==> src/sds_pkg.sv <==
// constants, field layout and types for the step/dir microstep sequencer
// Notes on behaviour
// - dedge set makes both step edges active; clear means rising edges only.
// - step and dir pins are synchronised to clk before use.
// - position indexes a 1024 entry table spanning four full steps.
// - active edge adds step width when dir low, subtracts when dir high.
// - step width is 1 at finest resolution, doubling up to 256 at full step.
// - resolution may change anytime; coarser snaps to nearest valid spot.
// - full step visits 128, 384, 640, 896, moving 256 per step.
// - half step positions start at 64, spaced 128 apart.
// - quarter step positions start at 32, spaced 64 apart.
// - interpolation makes as many microsteps per edge as the step width, timed by last interval.
// - interpolated microsteps per input step run from 2 to 256.
// - interpolation works only while the interpolation enable bit is set.
// - microstep period is the previous step period divided into 256 parts.
// - step interval capped at 2^20 clocks; slower input sets standstill flag.
// - standstill switches the current output from run to hold scale.
// - next active step edge clears the standstill flag.
// - faster rate adopted a period later; pending microsteps may be skipped.
package sds_pkg;
	localparam int TBL_W = 10;
	localparam int MRES_W = 4;
	localparam logic [3:0] MRES_FULL = 4'h8;
	localparam int CUR_W = 5;
	localparam int STST_CLKS_DEF = 1048576;
	localparam int IP_SHIFT = 8;
	localparam int ADDR_W = 8;
	localparam int DATA_W = 32;
	localparam logic [7:0] ADDR_CHOP = 8'h00;
	localparam logic [7:0] ADDR_CUR = 8'h04;
	localparam logic [7:0] ADDR_STAT = 8'h08;
	localparam int CHOP_DEDGE_BIT = 0;
	localparam int CHOP_INTPOL_BIT = 1;
	localparam int CHOP_MRES_LSB = 4;
	localparam int CUR_HOLD_LSB = 0;
	localparam int CUR_RUN_LSB = 8;
	localparam int STAT_MSCNT_LSB = 0;
	localparam int STAT_STST_BIT = 16;
	localparam int STAT_CUR_LSB = 24;
	localparam logic [3:0] MRES_RST = 4'h0;
	localparam logic [4:0] HOLD_RST = 5'h08;
	localparam logic [4:0] RUN_RST = 5'h1f;
	localparam logic [9:0] POS_RST = 10'h000;

	typedef struct packed {
		logic [MRES_W-1:0] mres;
		logic intpol;
		logic dedge;
	} sds_chop_s;

	typedef struct packed {
		logic [CUR_W-1:0] run;
		logic [CUR_W-1:0] hold;
	} sds_cur_s;

	typedef enum logic [1:0] {
		IP_IDLE = 2'b01,
		IP_RUN = 2'b10
	} sds_ip_e;
endpackage

==> src/sds_seq.sv <==
// step/dir front end, microstep position sequencer and interpolator
module sds_seq #(
	parameter int STST_CLKS = sds_pkg::STST_CLKS_DEF
) (
	input wire logic clk, // system clock, 20 MHz
	input wire logic nrst, // async reset, active low
	input wire logic [sds_pkg::ADDR_W-1:0] paddr, // apb address
	input wire logic psel, // apb select
	input wire logic penable, // apb access phase
	input wire logic pwrite, // apb direction
	input wire logic [sds_pkg::DATA_W-1:0] pwdata, // apb write data
	output logic [sds_pkg::DATA_W-1:0] prdata, // apb read data
	output logic pready, // apb ready, zero wait
	output logic pslverr, // apb error on unmapped address
	input wire logic step_pin, // step pulse from controller
	input wire logic dir_pin, // direction from controller
	output logic [sds_pkg::TBL_W-1:0] mscnt, // table position
	output logic [sds_pkg::CUR_W-1:0] cur_scale, // selected current scale
	output logic standstill // standstill flag
);
	localparam int TW = sds_pkg::TBL_W;
	localparam int IVL_W = $clog2(STST_CLKS) + 1;
	localparam int PER_W = IVL_W - sds_pkg::IP_SHIFT;
	localparam int REM_W = sds_pkg::IP_SHIFT + 1;
	localparam int DW = sds_pkg::DATA_W;

	function automatic logic [TW-1:0] width_of(input logic [3:0] m);
		logic [3:0] e;
		e = (m > sds_pkg::MRES_FULL) ? sds_pkg::MRES_FULL : m;
		return TW'(1) << e;
	endfunction

	function automatic logic [TW-1:0] snap(input logic [TW-1:0] p,
			input logic [TW-1:0] w);
		logic [TW-1:0] r;
		r = p;
		if (w != TW'(1))
			r = (p & ~(w - TW'(1))) | (w >> 1);
		return r;
	endfunction

	function automatic logic mapped(input logic [sds_pkg::ADDR_W-1:0] a);
		return (a == sds_pkg::ADDR_CHOP) || (a == sds_pkg::ADDR_CUR) ||
			(a == sds_pkg::ADDR_STAT);
	endfunction

	// pin synchronisation
	logic [1:0] pins_s;
	logic step_s;
	logic dir_s;

	sds_sync2 #(.W(2)) u_sync (
		.clk(clk),
		.nrst(nrst),
		.din({dir_pin, step_pin}),
		.dout(pins_s)
	);
	assign step_s = pins_s[0];
	assign dir_s = pins_s[1];

	// register file
	sds_pkg::sds_chop_s chop_ff;
	sds_pkg::sds_chop_s nxt_chop;
	sds_pkg::sds_cur_s cur_ff;
	sds_pkg::sds_cur_s nxt_cur;
	logic [DW-1:0] prdata_ff;
	logic [DW-1:0] nxt_prdata;
	logic setup_ph;
	logic access_ph;

	// sequencer state
	logic [TW-1:0] target_ff;
	logic [TW-1:0] nxt_target;
	logic [TW-1:0] cnt_ff;
	logic [TW-1:0] nxt_cnt;
	logic [REM_W-1:0] rem_ff;
	logic [REM_W-1:0] nxt_rem;
	logic dir_ip_ff;
	logic nxt_dir_ip;
	sds_pkg::sds_ip_e ip_st_ff;
	sds_pkg::sds_ip_e nxt_ip_st;
	logic [3:0] mres_prev_ff;
	logic [3:0] nxt_mres_prev;
	logic step_d_ff;
	logic [IVL_W-1:0] ivl_ff;
	logic [IVL_W-1:0] nxt_ivl;
	logic stst_ff;
	logic nxt_stst;
	logic [sds_pkg::CUR_W-1:0] cur_out_ff;
	logic [sds_pkg::CUR_W-1:0] nxt_cur_out;

	logic act;
	logic [TW-1:0] wid;
	logic coarser;
	logic interp;
	logic ivl_cap;
	logic [TW-1:0] base;
	logic [PER_W-1:0] per_val;
	logic tick;

	assign setup_ph = psel && !penable;
	assign access_ph = psel && penable;
	assign pready = 1'b1;
	assign pslverr = access_ph && !mapped(paddr);
	assign prdata = prdata_ff;

	always_comb begin
		nxt_chop = chop_ff;
		nxt_cur = cur_ff;
		nxt_prdata = prdata_ff;
		if (access_ph && pwrite) begin
			case (paddr)
			sds_pkg::ADDR_CHOP: begin
				nxt_chop.dedge = pwdata[sds_pkg::CHOP_DEDGE_BIT];
				nxt_chop.intpol = pwdata[sds_pkg::CHOP_INTPOL_BIT];
				nxt_chop.mres = pwdata[sds_pkg::CHOP_MRES_LSB +:
					sds_pkg::MRES_W];
			end
			sds_pkg::ADDR_CUR: begin
				nxt_cur.hold = pwdata[sds_pkg::CUR_HOLD_LSB +: sds_pkg::CUR_W];
				nxt_cur.run = pwdata[sds_pkg::CUR_RUN_LSB +: sds_pkg::CUR_W];
			end
			default: begin
			end
			endcase
		end
		// read data is captured in the setup cycle so it comes from a flop
		if (setup_ph && !pwrite) begin
			nxt_prdata = '0;
			case (paddr)
			sds_pkg::ADDR_CHOP: begin
				nxt_prdata[sds_pkg::CHOP_DEDGE_BIT] = chop_ff.dedge;
				nxt_prdata[sds_pkg::CHOP_INTPOL_BIT] = chop_ff.intpol;
				nxt_prdata[sds_pkg::CHOP_MRES_LSB +: sds_pkg::MRES_W] =
					chop_ff.mres;
			end
			sds_pkg::ADDR_CUR: begin
				nxt_prdata[sds_pkg::CUR_HOLD_LSB +: sds_pkg::CUR_W] = cur_ff.hold;
				nxt_prdata[sds_pkg::CUR_RUN_LSB +: sds_pkg::CUR_W] = cur_ff.run;
			end
			sds_pkg::ADDR_STAT: begin
				nxt_prdata[sds_pkg::STAT_MSCNT_LSB +: TW] = cnt_ff;
				nxt_prdata[sds_pkg::STAT_STST_BIT] = stst_ff;
				nxt_prdata[sds_pkg::STAT_CUR_LSB +: sds_pkg::CUR_W] = cur_out_ff;
			end
			default: begin
			end
			endcase
		end
	end

	always_ff @(posedge clk or negedge nrst) begin
		if (!nrst) begin
			chop_ff <= '{mres: sds_pkg::MRES_RST, intpol: 1'b0, dedge: 1'b0};
			cur_ff <= '{run: sds_pkg::RUN_RST, hold: sds_pkg::HOLD_RST};
			prdata_ff <= '0;
		end else begin
			chop_ff <= nxt_chop;
			cur_ff <= nxt_cur;
			prdata_ff <= nxt_prdata;
		end
	end

	// edge detect on the synchronised step level only
	assign act = (step_s && !step_d_ff) ||
		(chop_ff.dedge && !step_s && step_d_ff);
	assign wid = width_of(chop_ff.mres);
	assign coarser = wid > width_of(mres_prev_ff);
	assign interp = chop_ff.intpol && (wid != TW'(1));
	assign ivl_cap = ivl_ff == IVL_W'(STST_CLKS);
	assign base = coarser ? snap(target_ff, wid) : target_ff;
	// previous interval split into 256 parts, never below one clock
	assign per_val = (ivl_ff[IVL_W-1:sds_pkg::IP_SHIFT] == '0) ? PER_W'(1) :
		ivl_ff[IVL_W-1:sds_pkg::IP_SHIFT];

	sds_utick #(.PW(PER_W)) u_tick (
		.clk(clk),
		.nrst(nrst),
		.load(act && interp),
		.period(per_val),
		.run(ip_st_ff == sds_pkg::IP_RUN),
		.tick(tick)
	);

	always_comb begin
		nxt_target = base;
		nxt_cnt = cnt_ff;
		nxt_rem = rem_ff;
		nxt_dir_ip = dir_ip_ff;
		nxt_ip_st = ip_st_ff;
		nxt_mres_prev = chop_ff.mres;
		nxt_ivl = ivl_cap ? ivl_ff : ivl_ff + IVL_W'(1);
		nxt_stst = stst_ff || ivl_cap;
		nxt_cur_out = stst_ff ? cur_ff.hold : cur_ff.run;
		if (coarser) begin
			nxt_cnt = base;
			nxt_rem = '0;
			nxt_ip_st = sds_pkg::IP_IDLE;
		end
		if (act) begin
			nxt_ivl = '0;
			nxt_stst = 1'b0;
			nxt_dir_ip = dir_s;
			// 10-bit arithmetic wraps around the electrical turn
			nxt_target = dir_s ? base - wid : base + wid;
			if (interp) begin
				// unfinished microsteps of the slower period are dropped
				nxt_cnt = base;
				nxt_rem = REM_W'(wid);
				nxt_ip_st = sds_pkg::IP_RUN;
			end else begin
				nxt_cnt = nxt_target;
				nxt_rem = '0;
				nxt_ip_st = sds_pkg::IP_IDLE;
			end
		end else if (!coarser) begin
			case (ip_st_ff)
			sds_pkg::IP_IDLE: begin
				nxt_cnt = target_ff;
			end
			sds_pkg::IP_RUN: begin
				if (!chop_ff.intpol) begin
					nxt_cnt = target_ff;
					nxt_rem = '0;
					nxt_ip_st = sds_pkg::IP_IDLE;
				end else if (tick) begin
					nxt_cnt = dir_ip_ff ? cnt_ff - TW'(1) : cnt_ff + TW'(1);
					nxt_rem = rem_ff - REM_W'(1);
					if (rem_ff == REM_W'(1))
						nxt_ip_st = sds_pkg::IP_IDLE;
				end
			end
			default: begin
				nxt_ip_st = sds_pkg::IP_IDLE;
			end
			endcase
		end
	end

	always_ff @(posedge clk or negedge nrst) begin
		if (!nrst) begin
			target_ff <= sds_pkg::POS_RST;
			cnt_ff <= sds_pkg::POS_RST;
			rem_ff <= '0;
			dir_ip_ff <= 1'b0;
			ip_st_ff <= sds_pkg::IP_IDLE;
			mres_prev_ff <= sds_pkg::MRES_RST;
			step_d_ff <= 1'b0;
			ivl_ff <= '0;
			stst_ff <= 1'b0;
			cur_out_ff <= sds_pkg::RUN_RST;
		end else begin
			target_ff <= nxt_target;
			cnt_ff <= nxt_cnt;
			rem_ff <= nxt_rem;
			dir_ip_ff <= nxt_dir_ip;
			ip_st_ff <= nxt_ip_st;
			mres_prev_ff <= nxt_mres_prev;
			step_d_ff <= step_s;
			ivl_ff <= nxt_ivl;
			stst_ff <= nxt_stst;
			cur_out_ff <= nxt_cur_out;
		end
	end

	assign mscnt = cnt_ff;
	assign cur_scale = cur_out_ff;
	assign standstill = stst_ff;
endmodule

==> src/sds_sync2.sv <==
// two flip-flop synchroniser for pin inputs
module sds_sync2 #(
	parameter int W = 2
) (
	input wire logic clk, // system clock
	input wire logic nrst, // async reset, active low
	input wire logic [W-1:0] din, // asynchronous pins
	output logic [W-1:0] dout // synchronised levels
);
	logic [W-1:0] meta_ff;
	logic [W-1:0] sync_ff;

	always_ff @(posedge clk or negedge nrst) begin
		if (!nrst) begin
			meta_ff <= '0;
			sync_ff <= '0;
		end else begin
			meta_ff <= din;
			sync_ff <= meta_ff;
		end
	end

	assign dout = sync_ff;
endmodule

==> src/sds_utick.sv <==
// microstep period timer: reloads on each step edge, ticks once per period
module sds_utick #(
	parameter int PW = 13
) (
	input wire logic clk, // system clock
	input wire logic nrst, // async reset, active low
	input wire logic load, // step edge: take a new period
	input wire logic [PW-1:0] period, // clocks per microstep, at least 1
	input wire logic run, // microsteps pending
	output logic tick // one-cycle microstep strobe
);
	logic [PW-1:0] cnt_ff;
	logic [PW-1:0] nxt_cnt;
	logic [PW-1:0] per_ff;
	logic [PW-1:0] nxt_per;

	assign tick = run && !load && (cnt_ff == PW'(1));

	always_comb begin
		nxt_cnt = cnt_ff;
		nxt_per = per_ff;
		if (load) begin
			nxt_cnt = period;
			nxt_per = period;
		end else if (run) begin
			nxt_cnt = (cnt_ff <= PW'(1)) ? per_ff : cnt_ff - PW'(1);
		end
	end

	always_ff @(posedge clk or negedge nrst) begin
		if (!nrst) begin
			cnt_ff <= '0;
			per_ff <= '0;
		end else begin
			cnt_ff <= nxt_cnt;
			per_ff <= nxt_per;
		end
	end
endmodule

==> config.mk <==
export PLATFORM = sky130hd
export DESIGN_NAME = sds_seq
export DESIGN_NICKNAME = d
export VERILOG_FILES = /design/src/sds_pkg.sv /design/src/sds_seq.sv /design/src/sds_sync2.sv /design/src/sds_utick.sv
export SDC_FILE = /design/constraint.sdc
export NUM_CORES = 1
export LEC_CHECK = 0
export BUFFER_PORTS_ARGS = -buffer_cell sky130_fd_sc_hd__buf_2
export CAP_MARGIN = 20
export CORE_MARGIN = 5
export CORE_UTILIZATION = 40
export CTS_BUF_LIST = sky130_fd_sc_hd__clkbuf_4 sky130_fd_sc_hd__clkbuf_8 sky130_fd_sc_hd__clkbuf_16
export CTS_CLUSTER_SIZE = 12
export DETAILED_ROUTE_END_ITERATION = 16
export HOLD_SLACK_MARGIN = 0.08
export PLACE_DENSITY = 0.58
export SYNTH_ARGS = -nofsm -noshare
export SYNTH_HDL_FRONTEND = slang
export SYNTH_HIERARCHICAL = 1
export SYNTH_SLANG_ARGS = --single-unit
==> constraint.sdc <==
create_clock -name clk -period 4 [get_ports clk]
set_input_delay 0.4 -clock clk [delete_from_list [all_inputs] [get_ports clk]]
set_output_delay 0.4 -clock clk [all_outputs]
set_load 0.03 [all_outputs]
==> flow_summary.yaml <==
placement:
  io_buffers: 63
  hpwlAfterDp_microns: 15990
  place_inst: 1250
  place_congestion: 0.8755
  pre_cts_ws_ns: -0.1701
  dpl-instance-area_sq_um: 9146
critical_path:
  cp_max_fo: 6
  critPathCaptureType: "flip-flop"
  arrival_ns: 4.23
  path_class: "reg2reg"
  crit_path_start_kind: "flip-flop"
  required_ns: 4.29
yosys:
  ys_ff_latch: 129
  async_reset_ff_share_pct: 100.0
  synthCells: 900
  synth.avg_cell_area_sq_um: 9.078
  yosys-top-cells-count: "117 x dfrtp_1, 93 x nor2_1, 88 x nand2_1, 51 x o21ai_0, 46 x a21oi_1"
  synth_flop_cell: "dfrtp_1"
  ys_top_cells_by_area: "dfrtp_1 36%, ha_1 5.7%, mux2_2 4.7%"
  ys_types: 78
  netlist_area_sq_um: 8170
  yosys.area.top_type: "dfrtp_1"
  synth_top_area_share_pct: 35.83
  post-synth-top-count-cell: "dfrtp_1"
  synth-edff-count: 0
  yosysSeqAreaShare_pct: 39.69
  yosys_warnings: 6
sta:
  finalHoldWorstSlack_ns: 0.2019
  slew_headroom_pct: 42.54
  rsz0062_at_grt: "yes"
  worst_slew_pin_slew_ns: 0.8553
  fin_crit_sh_pct: 98.72
  skew_ns: 0.01276
  finalMaxSlewViolations: 0
  worst_slack_ns: 0.05121
  min_period_ns: 3.949
  setup_viol: 0
  finalHoldViolations: 0
  fmax_mhz: 253.2
die:
  initial_utilization_pct: 40.51
  die_x_microns: 152.9
  fp.dieH_microns: 152.9
  rows: 52
  boundaryPins: 97
  core-area_sq_um: 20170
  dieArea_sq_um: 23380
routing:
  drt-wirelength-per-cell_microns: 17.28
  firstDrtPassIters: 5
  drt.antenna.violating_nets: 0
  drc_errors: 0
  wl_microns: 22460
  vias: 7078
  drt_iter0_drc: 436
  vias_per_cell: 5.445
cts:
  ctsRootBufferMaster: "clkbuf_16"
  h-tree-depth: 4
  clk_pin_slew_ns: 0.06
  cts_sinks: 129
  numCtsBuffers: 17
  cts_tree: "built"
  cts_buffer_depth: 2
  insertion_delay_ns: 0.43
global_route:
  grt-ovfl-total: 0
  grt_pass1_vias: 6802
  grt_max_degree: 89
  grt_pass1_wl_microns: 36000
  antenna_found_initial: 0
  grt_usage_pct: 18.98
pwr:
  p_leak_nw: 4.685
  ir_drop_mv: 0.3324
  pwr_density_cell_nw_per_um2: 490.5
status:
  status: "finished, final reports clean"
finish:
  drive_above_1_share_pct: 30.00
  syn2layout_area_growth_pct: 24.87
  fin_util_pct: 50.58
  final_cells: 1300
  n_antenna_cell: 0
  layout.nets: 1102
  fillers: 1894
  fin_area_sq_um: 10200
flow_run:
  drv_cap: 0
hold_path:
  hold_class: "in2reg"
-- repair_timing --
action                                  4_1_cts  5_1_grt
setup buffers                                 1       15
hold buffers                                  3        0
hold endpoints to repair                     30        0
endpoints found under the setup margin       13       16
pin swaps                                     6       32
resized for setup                             9       57
-- sequential cells by signal, indices dropped and copies added (netlist names) --
register        count
chop_ff             2
ivl_ff             21
u_tick/per_ff      13
rem_ff              9
u_sync/meta_ff      2
step_d_ff           1
u_sync/dout         2
mscnt              10
standstill          1
u_tick/cnt_ff      13
dir_ip_ff           1
cur_ff             10
prdata             19
ip_st_ff            2
target_ff          10
cur_scale           5
mres_prev_ff        4
nxt_mres_prev       4
-- per-layer routing --
layer	wire length (microns)	share of wire, %	global-route usage, %
met1	9944	44	24.61
met2	10970	49	31.46
met3	893	4.0	3.619
met4	654	2.9	7.425
met5	0	0	0
-- layout make-up --
class / instances / area, sq um / share of cell area (%)
repair buffers: 152 / 1021 / 10.01
well taps: 270 / 337.8 / 3.311
flip-flops and latches: 129 / 3251 / 31.86
multi-input cells: 689 / 4890 / 47.93
inverters: 28 / 105.1 / 1.030
clock inverters: 15 / 172.7 / 1.692
clock buffers: 17 / 425.4 / 4.170
-- where the power goes --
part / total [W] / internal, W / switching (W)
Combinational: 0.00175 / 0.000806 / 0.000943
Clock: 0.00159 / 0.000936 / 0.000656
Sequential: 0.00166 / 0.00143 / 0.000230
Total: 0.00500 / 0.00317 / 0.00183
-- metrics by stage --
stage / power [W] / TNS [ns]
after floorplan: 0.002724 / 0
after global placement: 0.003291 / -0.7048
after detailed placement: 0.003299 / -0.9742
after CTS: 0.004937 / -0.01417
after global routing: 0.005296 / -0.5143
final: 0.005004 / 0
-- critical path: stages, from the launching register on --
cell and delay, ns:
dfrtp_2 0.44, buf_4 0.15, nand2_4 0.07, nor3_4 0.04, ha_1 0.29, nand4_1 0.13, a211oi_2 0.29, a2111oi_4 0.09
or2_4 0.30, or3_4 0.34, a22o_4 0.24, ha_4 0.24, a21o_1 0.18, a21oi_2 0.17, nand2_2 0.08, a211oi_4 0.24
buf_4 0.16, o2111ai_1 0.14, o311ai_2 0.13, nor3_1 0.07
-- kinds of logic after synthesis --
logic type	count (synthesis)	synth area share (%)
other	2	0.09192
AND/OR/NAND/NOR	329	20.23
adder cells (fa/ha/maj)	39	6.049
XOR/XNOR	44	4.717
multiplexers	50	6.646
AO/OA/AOI/OAI	211	17.23
buffers and inverters	96	5.345
flip-flops	129	39.69
-- placed cells by master (no fill, tap or decap), types with 6 or more instances in the layout --
cell / count
a22oi_1: 13
nand2_1: 85
ha_1: 31
dfstp_2: 12
mux2i_1: 16
clkbuf_16: 17
a21oi_1: 43
o31ai_1: 10
dfrtp_2: 6
nor2b_1: 8
o21ai_0: 49
dfrtp_1: 111
nand3_1: 28
nor3_1: 17
mux2_2: 34
o21ai_1: 6
or3_1: 8
xnor2_1: 27
buf_4: 82
buf_2: 62
nor2_1: 87
and3_1: 10
a221oi_1: 6
conb_1: 16
nand4_1: 10
nor4_1: 7
a21o_1: 8
xor2_1: 17
nand2b_1: 12
a211oi_1: 8
inv_1: 26
o21bai_1: 6
-- path summary, 6_finish.rpt --
path | from | end | slack [ns] | depth (start not counted)
setup / recovery | nxt_mres_prev[2]$_DFFE_PN0P_ | mscnt[9]$_DFF_PN0_ | 0.05 | 19
hold / removal | pwdata[12] | cur_ff[9]$_DFFE_PN1P_ | 0.20 | 2
setup reg to reg | nxt_mres_prev[2]$_DFFE_PN0P_ | mscnt[9]$_DFF_PN0_ | 0.05 | 19
hold reg to reg | u_sync/meta_ff[1]$_DFF_PN0_ | u_sync/dout[1]$_DFF_PN0_ | 0.35 | 0
max in group asynchronous | nrst | ip_st_ff[0]$_DFF_PN1_ | 2.50 | 3
min in group asynchronous | nrst | prdata[27]$_DFFE_PN0P_ | 0.61 | 2
Note: power is estimated with default switching activity, not from simulation.
